$ cat config.mk
export PLATFORM = sky130hd
export DESIGN_NAME = prsc_top
export DESIGN_NICKNAME = d
export VERILOG_FILES = /design/src/hdl/prsc_pkg.sv /design/src/hdl/prsc_timer_if.sv /design/src/hdl/prsc_hold_timer.sv /design/src/hdl/prsc_top.sv
export SDC_FILE = /design/constraint.sdc
export NUM_CORES = 1
export LEC_CHECK = 0
export BUFFER_PORTS_ARGS = -buffer_cell sky130_fd_sc_hd__buf_4
export CAP_MARGIN = 10
export CELL_PAD_IN_SITES_DETAIL_PLACEMENT = 1
export CELL_PAD_IN_SITES_GLOBAL_PLACEMENT = 1
export CORE_MARGIN = 2
export CORE_UTILIZATION = 33
export CTS_BUF_LIST = sky130_fd_sc_hd__clkbuf_8
export DETAILED_ROUTE_END_ITERATION = 8
export HOLD_SLACK_MARGIN = 0.1
export PLACE_DENSITY_LB_ADDON = 0.15
export SLEW_MARGIN = 15
export SYNTH_ARGS = -nofsm -noshare
export SYNTH_HDL_FRONTEND = slang
export SYNTH_SLANG_ARGS = --single-unit
$ cat constraint.sdc
create_clock -name i_clock -period 4.8 [get_ports i_clock]
set_clock_uncertainty 0.15 [all_clocks]
set_input_delay 0.48 -clock i_clock [delete_from_list [all_inputs] [get_ports i_clock]]
set_output_delay 0.48 -clock i_clock [all_outputs]
set_load 0.005 [all_outputs]
$ cat src/hdl/prsc_pkg.sv
// Purpose: Shared constants for the push-button reset and ship control block.
// Assumes: 10 MHz clock; hold timing counted in whole milliseconds.
// Notes:   Times are in ms; cycle counts are derived from the clock rate.
package prsc_pkg;
    localparam int unsigned CLOCK_HZ     = 10_000_000;
    localparam int unsigned MS_PER_S     = 1000;
    localparam int unsigned CYCLES_PER_MS = CLOCK_HZ / MS_PER_S;
    localparam int          MS_W         = 14;
    localparam logic [MS_W-1:0] MS_MAX   = 14'h3fff;

    // Register map.
    localparam logic [7:0] ADDR_BUTTON_TIMING = 8'h30;
    localparam logic [7:0] ADDR_DEVICE_CTRL   = 8'h35;
    localparam logic [7:0] RST_BUTTON_TIMING  = 8'h2a;
    localparam logic [7:0] RST_DEVICE_CTRL    = 8'h10;
    localparam logic [7:0] MASK_BUTTON_TIMING = 8'hfe;
    localparam logic [7:0] MASK_DEVICE_CTRL   = 8'hb4;

    // Field positions in button_timing_control.
    localparam int BT_SUPPLY_GATE = 7;
    localparam int BT_WAKE1       = 6;
    localparam int BT_WAKE2       = 5;
    localparam int BT_WARN_LO     = 3;
    localparam int BT_HOLD_LO     = 1;
    // Field positions in device_reset_ship_control.
    localparam int DC_SHIP_EN     = 7;
    localparam int DC_RESTART_LO  = 4;
    localparam int DC_INT_MASK    = 2;
    localparam int DC_HARD_RESET  = 1;
    localparam int DC_SOFT_RESET  = 0;

    // Long press action codes.
    localparam logic [1:0] LP_HARD_RESET = 2'h0;
    localparam logic [1:0] LP_NOTHING    = 2'h1;

    // Threshold times in ms.
    localparam logic [MS_W-1:0] T_WAKE1_SHORT = 14'd125;
    localparam logic [MS_W-1:0] T_WAKE1_LONG  = 14'd500;
    localparam logic [MS_W-1:0] T_WAKE2_SHORT = 14'd1000;
    localparam logic [MS_W-1:0] T_WAKE2_LONG  = 14'd2000;
    localparam logic [MS_W-1:0] T_WARN_0      = 14'd500;
    localparam logic [MS_W-1:0] T_WARN_1      = 14'd1000;
    localparam logic [MS_W-1:0] T_WARN_2      = 14'd1500;
    localparam logic [MS_W-1:0] T_WARN_3      = 14'd2000;
    localparam logic [MS_W-1:0] T_HOLD_0      = 14'd4000;
    localparam logic [MS_W-1:0] T_HOLD_1      = 14'd8000;
    localparam logic [MS_W-1:0] T_HOLD_2      = 14'd10000;
    localparam logic [MS_W-1:0] T_HOLD_3      = 14'd14000;
    localparam logic [MS_W-1:0] T_RESTART_0   = 14'd600;
    localparam logic [MS_W-1:0] T_RESTART_1   = 14'd1200;
    localparam logic [MS_W-1:0] T_RESTART_2   = 14'd2400;
    localparam logic [MS_W-1:0] T_RESTART_3   = 14'd5000;

    typedef enum logic [2:0] {
        ST_RUN  = 3'b001,
        ST_OFF  = 3'b010,
        ST_SHIP = 3'b100
    } prsc_state_e;

    function automatic logic [MS_W-1:0] prsc_pick(input logic [1:0] code,
            input logic [MS_W-1:0] t0, input logic [MS_W-1:0] t1,
            input logic [MS_W-1:0] t2, input logic [MS_W-1:0] t3);
        unique case (code)
            2'h0: prsc_pick = t0;
            2'h1: prsc_pick = t1;
            2'h2: prsc_pick = t2;
            2'h3: prsc_pick = t3;
        endcase
    endfunction
endpackage

$ cat src/hdl/prsc_timer_if.sv
// Purpose: Carries hold-timer control and count between the control and timer.
// Assumes: Single clock domain.
// Notes:   step pulses once per elapsed millisecond.
`timescale 1ns/1ps
interface prsc_timer_if;
    import prsc_pkg::*;
    logic            run;
    logic            clear;
    logic            step;
    logic [MS_W-1:0] elapsed;
    modport timer (input run, input clear, output step, output elapsed);
    modport ctrl  (output run, output clear, input step, input elapsed);
endinterface

$ cat src/hdl/prsc_hold_timer.sv
// Purpose: Millisecond timebase and saturating elapsed-time counter.
// Assumes: run and clear come from logic on the same clock.
// Notes:   The prescaler restarts with each run, so timing starts at the press.
`timescale 1ns/1ps
module prsc_hold_timer
    import prsc_pkg::*;
#(
    parameter int unsigned TICK_CYCLES = CYCLES_PER_MS
) (
    // Clock and reset.
    input  wire logic   i_clock,
    input  wire logic   i_rstn,
    // Control side.
    prsc_timer_if.timer tmr
);
    logic [23:0]     pre_q;
    logic [MS_W-1:0] ms_q;
    logic            tick;

    assign tick     = tmr.run && (pre_q == 24'(TICK_CYCLES - 1));
    assign tmr.step = tick && (ms_q != MS_MAX);
    assign tmr.elapsed = ms_q;

    always_ff @(posedge i_clock or negedge i_rstn) begin
        if (!i_rstn) begin
            pre_q <= '0;
        end else if (tmr.clear || !tmr.run || tick) begin
            pre_q <= '0;
        end else begin
            pre_q <= pre_q + 24'h1;
        end
    end

    always_ff @(posedge i_clock or negedge i_rstn) begin
        if (!i_rstn) begin
            ms_q <= '0;
        end else if (tmr.clear) begin
            ms_q <= '0;
        end else if (tmr.step) begin
            ms_q <= ms_q + 14'h1;
        end
    end
endmodule // prsc_hold_timer

$ cat src/hdl/prsc_top.sv
// Purpose: Push-button hold timing, hardware/software reset and ship mode control.
// Assumes: Register port driven by the serial interface logic, one access per cycle.
// Notes:   Pins pass a three-stage synchroniser before use.
// What this block does
// - Gate bit clear: hold time reached issues hardware reset regardless of supply.
// - Gate bit set: hardware reset only if supply valid when hold reached.
// - First wake threshold 125 ms or 500 ms; select resets clear.
// - Second wake threshold 1 s or 2 s; select resets set.
// - Reset warning at hold time minus 0.5/1.0/1.5/2.0 s, default code 01.
// - Reset hold time 4/8/10/14 s, default code 01 gives 8 s.
// - Ship enable set: enter ship mode when supply invalid and button high.
// - After button hardware reset wait 0.6/1.2/2.4/5 s before power up; the reset defaults the code, so 1.2 s unless written while off.
// - Global mask bit set suppresses all interrupt outputs.
// - Hard reset command cycles rails except always-on and defaults registers.
// - Soft reset command defaults registers without cycling rails.
// - Button timing register at 0x30 resets to 0x2a; bit 0 reads zero.
// - Device control register at 0x35 resets to 0x10; bits 6,3 zero.
// - Long press: 00 hardware reset, 01 nothing, 1x enter ship mode.
`timescale 1ns/1ps
module prsc_top
    import prsc_pkg::*;
#(
    parameter int unsigned TICK_CYCLES = CYCLES_PER_MS
) (
    // Clock and reset.
    input  wire logic       i_clock,
    input  wire logic       i_rstn,
    // Register port.
    input  wire logic [7:0] i_reg_addr,
    input  wire logic       i_reg_wr,
    input  wire logic [7:0] i_reg_wdata,
    input  wire logic       i_reg_rd,
    output logic      [7:0] o_reg_rdata,
    // Pins and system inputs.
    input  wire logic       i_button_n,
    input  wire logic       i_vin_valid,
    input  wire logic [1:0] i_long_press_action,
    input  wire logic       i_int_req,
    // Outputs.
    output logic            o_wake1,
    output logic            o_wake2,
    output logic            o_reset_warn,
    output logic            o_rails_en,
    output logic            o_ship_mode,
    output logic            o_int_n
);
    localparam int NSYNC = 2;

    prsc_timer_if tif ();

    logic [NSYNC-1:0] pin_raw;
    logic [NSYNC-1:0] s1_q;
    logic [NSYNC-1:0] s2_q;
    logic [NSYNC-1:0] s3_q;
    logic [NSYNC-1:0] lvl_q;
    logic             pressed;
    logic             vin_ok;
    logic [7:0]       btn_q;
    logic [7:0]       dev_q;
    logic [MS_W-1:0]  thr_wake1;
    logic [MS_W-1:0]  thr_wake2;
    logic [MS_W-1:0]  thr_hold;
    logic [MS_W-1:0]  thr_warn;
    logic [MS_W-1:0]  thr_restart;
    logic             hit_hold;
    logic             button_hard;
    logic             cmd_hard;
    logic             cmd_soft;
    logic             regs_default;
    logic             off_done;
    prsc_state_e      state_q;
    prsc_state_e      state_d;
    logic [MS_W-1:0]  off_ms_q;
    logic [23:0]      off_pre_q;

    assign pin_raw = {i_vin_valid, i_button_n};

    // A level changes only once the second and third stages agree.
    for (genvar g = 0; g < NSYNC; g++) begin : g_sync
        always_ff @(posedge i_clock or negedge i_rstn) begin
            if (!i_rstn) begin
                s1_q[g]  <= 1'b1;
                s2_q[g]  <= 1'b1;
                s3_q[g]  <= 1'b1;
                lvl_q[g] <= 1'b1;
            end else begin
                s1_q[g] <= pin_raw[g];
                s2_q[g] <= s1_q[g];
                s3_q[g] <= s2_q[g];
                if (s2_q[g] == s3_q[g]) begin
                    lvl_q[g] <= s3_q[g];
                end
            end
        end
    end

    assign pressed = !lvl_q[0];
    assign vin_ok  = lvl_q[1];

    assign tif.run   = pressed && (state_q == ST_RUN);
    assign tif.clear = !pressed;

    prsc_hold_timer #(
        .TICK_CYCLES (TICK_CYCLES)
    ) u_timer (
        .i_clock (i_clock),
        .i_rstn  (i_rstn),
        .tmr     (tif.timer)
    );

    assign thr_wake1 = btn_q[BT_WAKE1] ? T_WAKE1_LONG : T_WAKE1_SHORT;
    assign thr_wake2 = btn_q[BT_WAKE2] ? T_WAKE2_LONG : T_WAKE2_SHORT;
    assign thr_hold = prsc_pick(btn_q[BT_HOLD_LO +: 2], T_HOLD_0, T_HOLD_1, T_HOLD_2, T_HOLD_3);
    assign thr_warn = thr_hold - prsc_pick(btn_q[BT_WARN_LO +: 2],
                                           T_WARN_0, T_WARN_1, T_WARN_2, T_WARN_3);
    assign thr_restart = prsc_pick(dev_q[DC_RESTART_LO +: 2],
                                   T_RESTART_0, T_RESTART_1, T_RESTART_2, T_RESTART_3);

    // Crossings are caught on the step, so each threshold fires once per press.
    assign hit_hold = tif.step && ((tif.elapsed + 14'h1) == thr_hold);

    assign button_hard = hit_hold && (i_long_press_action == LP_HARD_RESET)
                         && (!btn_q[BT_SUPPLY_GATE] || vin_ok);

    assign cmd_hard = i_reg_wr && (i_reg_addr == ADDR_DEVICE_CTRL) && i_reg_wdata[DC_HARD_RESET];
    assign cmd_soft = i_reg_wr && (i_reg_addr == ADDR_DEVICE_CTRL) && i_reg_wdata[DC_SOFT_RESET];
    assign regs_default = cmd_hard || cmd_soft || button_hard;

    assign off_done = (state_q == ST_OFF) && (off_ms_q >= thr_restart);

    always_ff @(posedge i_clock or negedge i_rstn) begin
        if (!i_rstn) begin
            btn_q <= RST_BUTTON_TIMING;
        end else if (regs_default) begin
            btn_q <= RST_BUTTON_TIMING;
        end else if (i_reg_wr && (i_reg_addr == ADDR_BUTTON_TIMING)) begin
            btn_q <= i_reg_wdata & MASK_BUTTON_TIMING;
        end
    end

    always_ff @(posedge i_clock or negedge i_rstn) begin
        if (!i_rstn) begin
            dev_q <= RST_DEVICE_CTRL;
        end else if (regs_default) begin
            dev_q <= RST_DEVICE_CTRL;
        end else if (i_reg_wr && (i_reg_addr == ADDR_DEVICE_CTRL)) begin
            dev_q <= i_reg_wdata & MASK_DEVICE_CTRL;
        end
    end

    // Unmapped addresses read as zero.
    always_ff @(posedge i_clock or negedge i_rstn) begin
        if (!i_rstn) begin
            o_reg_rdata <= 8'h00;
        end else if (i_reg_rd) begin
            unique case (i_reg_addr)
                ADDR_BUTTON_TIMING: o_reg_rdata <= btn_q;
                ADDR_DEVICE_CTRL:   o_reg_rdata <= dev_q;
                default:            o_reg_rdata <= 8'h00;
            endcase
        end
    end

    always_comb begin
        state_d = state_q;
        unique case (state_q)
            ST_RUN: begin
                if (button_hard || cmd_hard) begin
                    state_d = ST_OFF;
                end else if (hit_hold && i_long_press_action[1]) begin
                    state_d = ST_SHIP;
                end else if (dev_q[DC_SHIP_EN] && !vin_ok && !pressed) begin
                    state_d = ST_SHIP;
                end
            end
            ST_OFF: begin
                if (off_done) begin
                    state_d = ST_RUN;
                end
            end
            // Ship mode is left by a press or by a valid supply.
            ST_SHIP: begin
                if (pressed || vin_ok) begin
                    state_d = ST_RUN;
                end
            end
            default: state_d = ST_RUN;
        endcase
    end

    always_ff @(posedge i_clock or negedge i_rstn) begin
        if (!i_rstn) begin
            state_q <= ST_RUN;
        end else begin
            state_q <= state_d;
        end
    end

    // The restart delay has its own timer, because a press or release while off
    // would otherwise clear or freeze the hold counter and upset the wait.
    always_ff @(posedge i_clock or negedge i_rstn) begin
        if (!i_rstn) begin
            off_pre_q <= '0;
            off_ms_q  <= '0;
        end else if (state_q != ST_OFF) begin
            off_pre_q <= '0;
            off_ms_q  <= '0;
        end else if (off_pre_q == 24'(TICK_CYCLES - 1)) begin
            off_pre_q <= '0;
            off_ms_q  <= off_ms_q + 14'h1;
        end else begin
            off_pre_q <= off_pre_q + 24'h1;
        end
    end

    always_ff @(posedge i_clock or negedge i_rstn) begin
        if (!i_rstn) begin
            o_wake1      <= 1'b0;
            o_wake2      <= 1'b0;
            o_reset_warn <= 1'b0;
        end else begin
            o_wake1      <= tif.step && ((tif.elapsed + 14'h1) == thr_wake1);
            o_wake2      <= tif.step && ((tif.elapsed + 14'h1) == thr_wake2);
            o_reset_warn <= tif.step && ((tif.elapsed + 14'h1) == thr_warn);
        end
    end

    always_ff @(posedge i_clock or negedge i_rstn) begin
        if (!i_rstn) begin
            o_rails_en  <= 1'b1;
            o_ship_mode <= 1'b0;
        end else begin
            o_rails_en  <= (state_d == ST_RUN);
            o_ship_mode <= (state_d == ST_SHIP);
        end
    end

    assign o_int_n = !(i_int_req && !dev_q[DC_INT_MASK]);
endmodule // prsc_top

After elaboration in Yosys (flattened, before gate mapping)
Cells that the tools add are included.
{"block": "classes", "addsub": 5, "n_mul": 0, "n_div": 0, "order_cmp": 1, "eq_ne": 26, "n_shift": 0, "mux": 23, "n_bitwise": 0, "reduce_logical": 39}
{"op": "one-hot mux 14 bit (4 select lines)", "n": 3}
{"op": "2-to-1 mux 24 bit", "n": 3}
{"op": "2-to-1 mux 14 bit", "n": 4}
{"op": "adder 24 x 1 -> 24 bit, second input constant", "n": 2}
{"op": "equality test 24 x 14 -> 1 bit, second input constant", "n": 2}
{"op": "2-to-1 mux 8 bit", "n": 4}
{"op": "adder 14 x 1 -> 14 bit, second input constant", "n": 2}
{"op": "equality test 14 bit", "n": 2}
{"op": "logical AND 1 bit", "n": 18}
{"op": "equality test 8 x 6 -> 1 bit, second input constant", "n": 2}
{"op": "one-hot mux 8 bit (2 select lines)", "n": 1}
{"op": "2-to-1 mux 3 bit", "n": 5}
{"op": "equality test 14 x 11 -> 1 bit", "n": 1}
{"op": "equality test 14 x 9 -> 1 bit", "n": 1}
{"op": "greater-or-equal comparator 14 bit", "n": 1}
{"op": "inequality test 14 bit, second input constant", "n": 1}
{"op": "subtractor 14 bit", "n": 1}
{"op": "equality test 2 bit, second input constant", "n": 6}
{"op": "2-to-1 mux 11 bit", "n": 1}
{"op": "2-to-1 mux 9 bit", "n": 1}
{"op": "one-hot mux 3 bit (3 select lines)", "n": 1}
{"op": "logical NOT 2 bit", "n": 4}
{"op": "nonzero test 2 bit", "n": 4}
{"op": "logical OR 1 bit", "n": 7}
{"op": "other kinds (7)", "n": 17}
{"block": "word_totals", "regBits": 116, "latchBits": 0, "mem_bits_rw": 0, "mem_bits_ro": 0, "input_bits": 25, "output_inout_bits": 14, "wordCells": 115, "n_memories": 0}

Logic depth before layout (Yosys ltp)
{"block": "depth", "depth_word": 11, "depth_mapped": 12, "depth_no_buf": 11}

Hierarchy
A second synthesis with hierarchy kept.
{"block": "hier_totals", "cells_unflattened": 750, "hier_area_um2": 6826.5}
{"module": "prsc_top", "instances": 1, "cells_per_inst": 514, "area_each_um2": 4618.2, "seq_area_each_um2": 1819.2}
{"module": "prsc_hold_timer", "instances": 1, "cells_per_inst": 236, "area_each_um2": 2208.4, "seq_area_each_um2": 950.9}

Worst setup path after synthesis
Ideal clock, no wire load.
{"block": "synth_timing", "path_type": "reg-to-reg", "from": "reg btn_q[1]", "to": "reg o_reset_warn", "setup_time_ns": 0.122, "t_arrival_ns": 3.172, "required_ns": 4.528, "slack_ns": 1.356, "path_stages_with_launch": 12, "path_buffers": 1, "synth_period_minus_slack_ns": 3.444, "path_cell_list": "dfstp_2 -> inv_1 -> ha_1 -> or2_2 -> clkbuf_1 -> ha_1 -> nor4b_1 -> o21a_1 -> o211ai_1 -> or3_1 -> a211o_1 -> a2111oi_1"}
{"block": "synth_between", "elab_chain_cells": 5, "word_cells_on_any_way": 8, "cone_classes": "1 x add/sub; 4 x eq/ne; 1 x mux; 2 x reduce/logical"}
{"element": "start, declared", "line_no": "prsc_top.sv:58", "source": "logic [7:0] btn_q;"}
{"element": "start signal, assigned", "line_no": "prsc_top.sv:137", "source": "btn_q <= i_reg_wdata & MASK_BUTTON_TIMING;"}
{"element": "equality test 2 bit (tied with other cells)", "line_no": "prsc_pkg.sv:63", "source": "unique case (code)"}
{"element": "one-hot mux 14 bit (4 select lines) *", "line_no": "prsc_pkg.sv:63"}
{"element": "subtractor 14 bit *", "line_no": "prsc_top.sv:114", "source": "assign thr_warn = thr_hold - prsc_pick(btn_q[BT_WARN_LO +: 2],"}
{"element": "equality test 14 bit *", "line_no": "prsc_top.sv:224", "source": "o_reset_warn <= tif.step && ((tif.elapsed + 14'h1) == thr_warn);"}
{"element": "logical AND 1 bit *", "line_no": "prsc_top.sv:224"}
{"element": "end signal, assigned", "line_no": "prsc_top.sv:224"}
{"element": "end, declared", "line_no": "prsc_top.sv:42", "source": "output logic o_reset_warn,"}
Mark *: on every way between the ends. The rest lies on a longest branch, timed or not. The select of a mux whose other input is x is not followed.
A chain may end at the register's enable or synchronous reset.

Final worst setup path
Same ends and word-level chain as after synthesis.

==> results_dict.tcl <==
set metrics [dict create \
    timing.slew.headroom 0.448 \
    synth_edf_count 0 \
    cts.sinks 110 \
    dr.first_iter.drc_count 189 \
    crit_required_ns 4.92 \
    syn_inst 716 \
    viasPerCell 5.13 \
    routed-via-count 5201 \
    max_cap_violations 0 \
    area_growth_pct 11.5 \
    final_layout_size_suffix_gt1_frac 0.120 \
    dpl_cell_area_um2 7090 \
    io_pins 39 \
    critPathKind "register to register" \
    post-cts-setup-buffer-count 0 \
    tightestPinTransition_ns 0.826 \
    cts_made_buffers 9 \
    rows 51 \
    dp_hpwl_um 12600 \
    synth-seq-cells 110 \
    wl_per_cell_um 16.4 \
    start_util 0.337 \
    status "finished clean" \
    place_congestion 0.845 \
    hold_path_depth 3 \
    syn-cell-area_um2 6560 \
    die_area_um2 21000 \
    die_h_um 145 \
    vdd_drop_max_mv 0.144 \
    synth_fp_nets 775 \
    grt_start_max_net_pins 49 \
    avgSynthCellArea_um2 9.16 \
    clockBufferDepth 2 \
    async_reset_ff_frac 1.00 \
    power.density_nw_per_um2 242 \
    p_leak_uw 0.00304 \
    path_common_cell "ha_1" \
    portBuffers 37 \
    antenna_cells 0 \
    final_nets 802 \
    postRouteAntennaNets 0 \
    drt-total-wl_um 16600 \
    cp_cell_sequence "inv_1 > ha_1 > or2_2 > ha_1 > nor4b_1 > o21a_1 > o211ai_1 > or3_1 > a211o_1 > a2111oi_1" \
    period_share 0.766 \
    grt_busiest_layer "met2" \
    met2_usage 0.290 \
    clock.fmax_mhz 272 \
    synth.distinct_cells 68 \
    cts_root_buffer "clkbuf_8" \
    postLayoutCellArea_um2 7310 \
    rsz0062_at_grt "no" \
    worstPathArrival_ns 3.80 \
    hold_class "input pin to register" \
    htreeDepth 3 \
    crit_path_start_kind "register" \
    critPathCaptureType "register" \
    synth_warnings 0 \
    die_x_um 145 \
    fin_crit_ns 3.68 \
    antenna_found_initial 0 \
    critPathMaxStageDelay_ns 0.61 \
    overflow 0 \
    grt_pass1_vias 5604 \
    r2r_cells 10 \
    final.setup.tns_ns 0 \
    use_met3 0.0208 \
    cp_max_fo 6 \
    yosysSeqAreaShare 0.422 \
    insertion_delay_ns 0.38 \
    synthFlopType "dfrtp_1" \
    drc 0 \
    drt-pass1-iter-count 4 \
    tritoncts "done" \
    crit_slowest_cell "dfstp_2" \
    clk_pin_slew_ns 0.12 \
    setup_viol 0 \
    hold_violations 0 \
    maxSlewViolCount 0 \
    grt_pass1_wl_um 28700 \
    coreArea_um2 19500 \
    gr-usage-met1 0.212 \
    grt_usage 0.164 \
]
==> power breakdown <==
part,internal [uW],switching [uW]
combinational,89.9,127
clock,223,345
sequential,962,25.5
total,1270,498
==> path summary, 6_finish.rpt <==
path                                          end  slack [ns]            from
max                                  o_reset_warn        1.12        btn_q[1]
min                                      btn_q[5]        0.20  i_reg_wdata[5]
max reg2reg                          o_reset_warn        1.12        btn_q[1]
min reg2reg                               s2_q[0]        0.21         s1_q[0]
max in group asynchronous            off_pre_q[2]        3.09          i_rstn
min in group asynchronous  u_timer.tmr.elapsed[8]        0.40          i_rstn
==> final cells by class <==
| class | instances | area [um^2] |
|---|---|---|
| well taps | 265 | 332 |
| clock inverters | 5 | 40.0 |
| flip-flops and latches | 110 | 2770 |
| fillers | 2279 | 12100 |
| inverters | 26 | 97.6 |
| repair buffers | 44 | 338 |
| clock buffers | 11 | 151 |
| multi-input cells | 552 | 3580 |
==> sequential cells by signal, indices dropped and copies added, names as in the netlist <==
register / flops
s3_q: 2
u_timer.pre_q: 24
state_q: 3
off_pre_q: 24
tif.clear: 1
btn_q: 7
dev_q: 4
off_ms_q: 14
s1_q: 2
o_wake1: 1
vin_ok: 1
u_timer.tmr.elapsed: 14
o_ship_mode: 1
o_reg_rdata: 7
s2_q: 2
o_wake2: 1
o_rails_en: 1
o_reset_warn: 1
==> critical path: cells and delay by family, from the launching register on <==
family / cells / cell delay, ns
DFF: 1 / 0.61
and+or+nand+nor: 3 / 1.11
AOI/OAI and AO/OA: 4 / 1.01
adders and majority gates: 2 / 0.61
buffers and inverters: 1 / 0.09
==> metrics by stage <==
step	util	instances	setup WS (ns)	total power [uW]	hold slack [ns]
after floorplan	-	716	1.36	1130	0.0344
after CTS	0.376	1013	1.11	1810	0.183
final	0.376	1013	1.12	1770	0.204
after detailed placement	0.364	994	1.15	1230	0.205
after global routing	0.376	1013	0.818	1870	0.200
after global placement	0.364	994	1.23	1220	0.201
==> placed cells by master, fill, tap and decap left out, types with 26 or more instances in the layout <==
cell / synthesis / layout
nor2_1: 101 / 101
dfrtp_1: 96 / 96
nand2_1: 68 / 68
xnor2_1: 47 / 47
buf_4: 1 / 41
xor2_1: 35 / 35
ha_1: 34 / 34
nand3_1: 33 / 33
o21ai_0: 31 / 31
a21oi_1: 30 / 30
inv_1: 26 / 26
==> synthesized netlist by cell type (all sizes together) (14+ instances only) <==
library cell | n | share of area
ha | 34 | 0.065
dfrtp | 96 | 0.37
inv | 26 | 0.015
nand3 | 34 | 0.027
a21oi | 30 | 0.023
nor2 | 101 | 0.058
and3 | 24 | 0.023
xnor2 | 47 | 0.063
dfstp | 14 | 0.056
nand4 | 16 | 0.018
nand2 | 68 | 0.039
clkbuf | 20 | 0.011
o21ai | 31 | 0.024
xor2 | 35 | 0.047
==> routing by layer <==
layer,wire length (um),vias up
met4,223,0
met1,7820,2610
met5,0,-
met2,8280,47
met3,303,13
li1,-,2531
==> repair_timing <==
item	4_1_cts	5_1_grt
hold buffers	3	0
hold endpoints to repair	28	0
gates resized for setup	0	0
==> kinds of logic after synthesis <==
kind of cell | Yosys count | share of synthesized area
AOI/OAI and AO/OA | 105 | 0.102
buffers and inverters | 54 | 0.0324
and+or+nand+nor | 322 | 0.253
adders and majority gates | 36 | 0.0679
other | 1 | 0.000572
xor gates and xnor gates | 84 | 0.117
muxes | 4 | 0.00610
DFF | 110 | 0.422
Note: power is estimated with default switching activity, not from simulation.
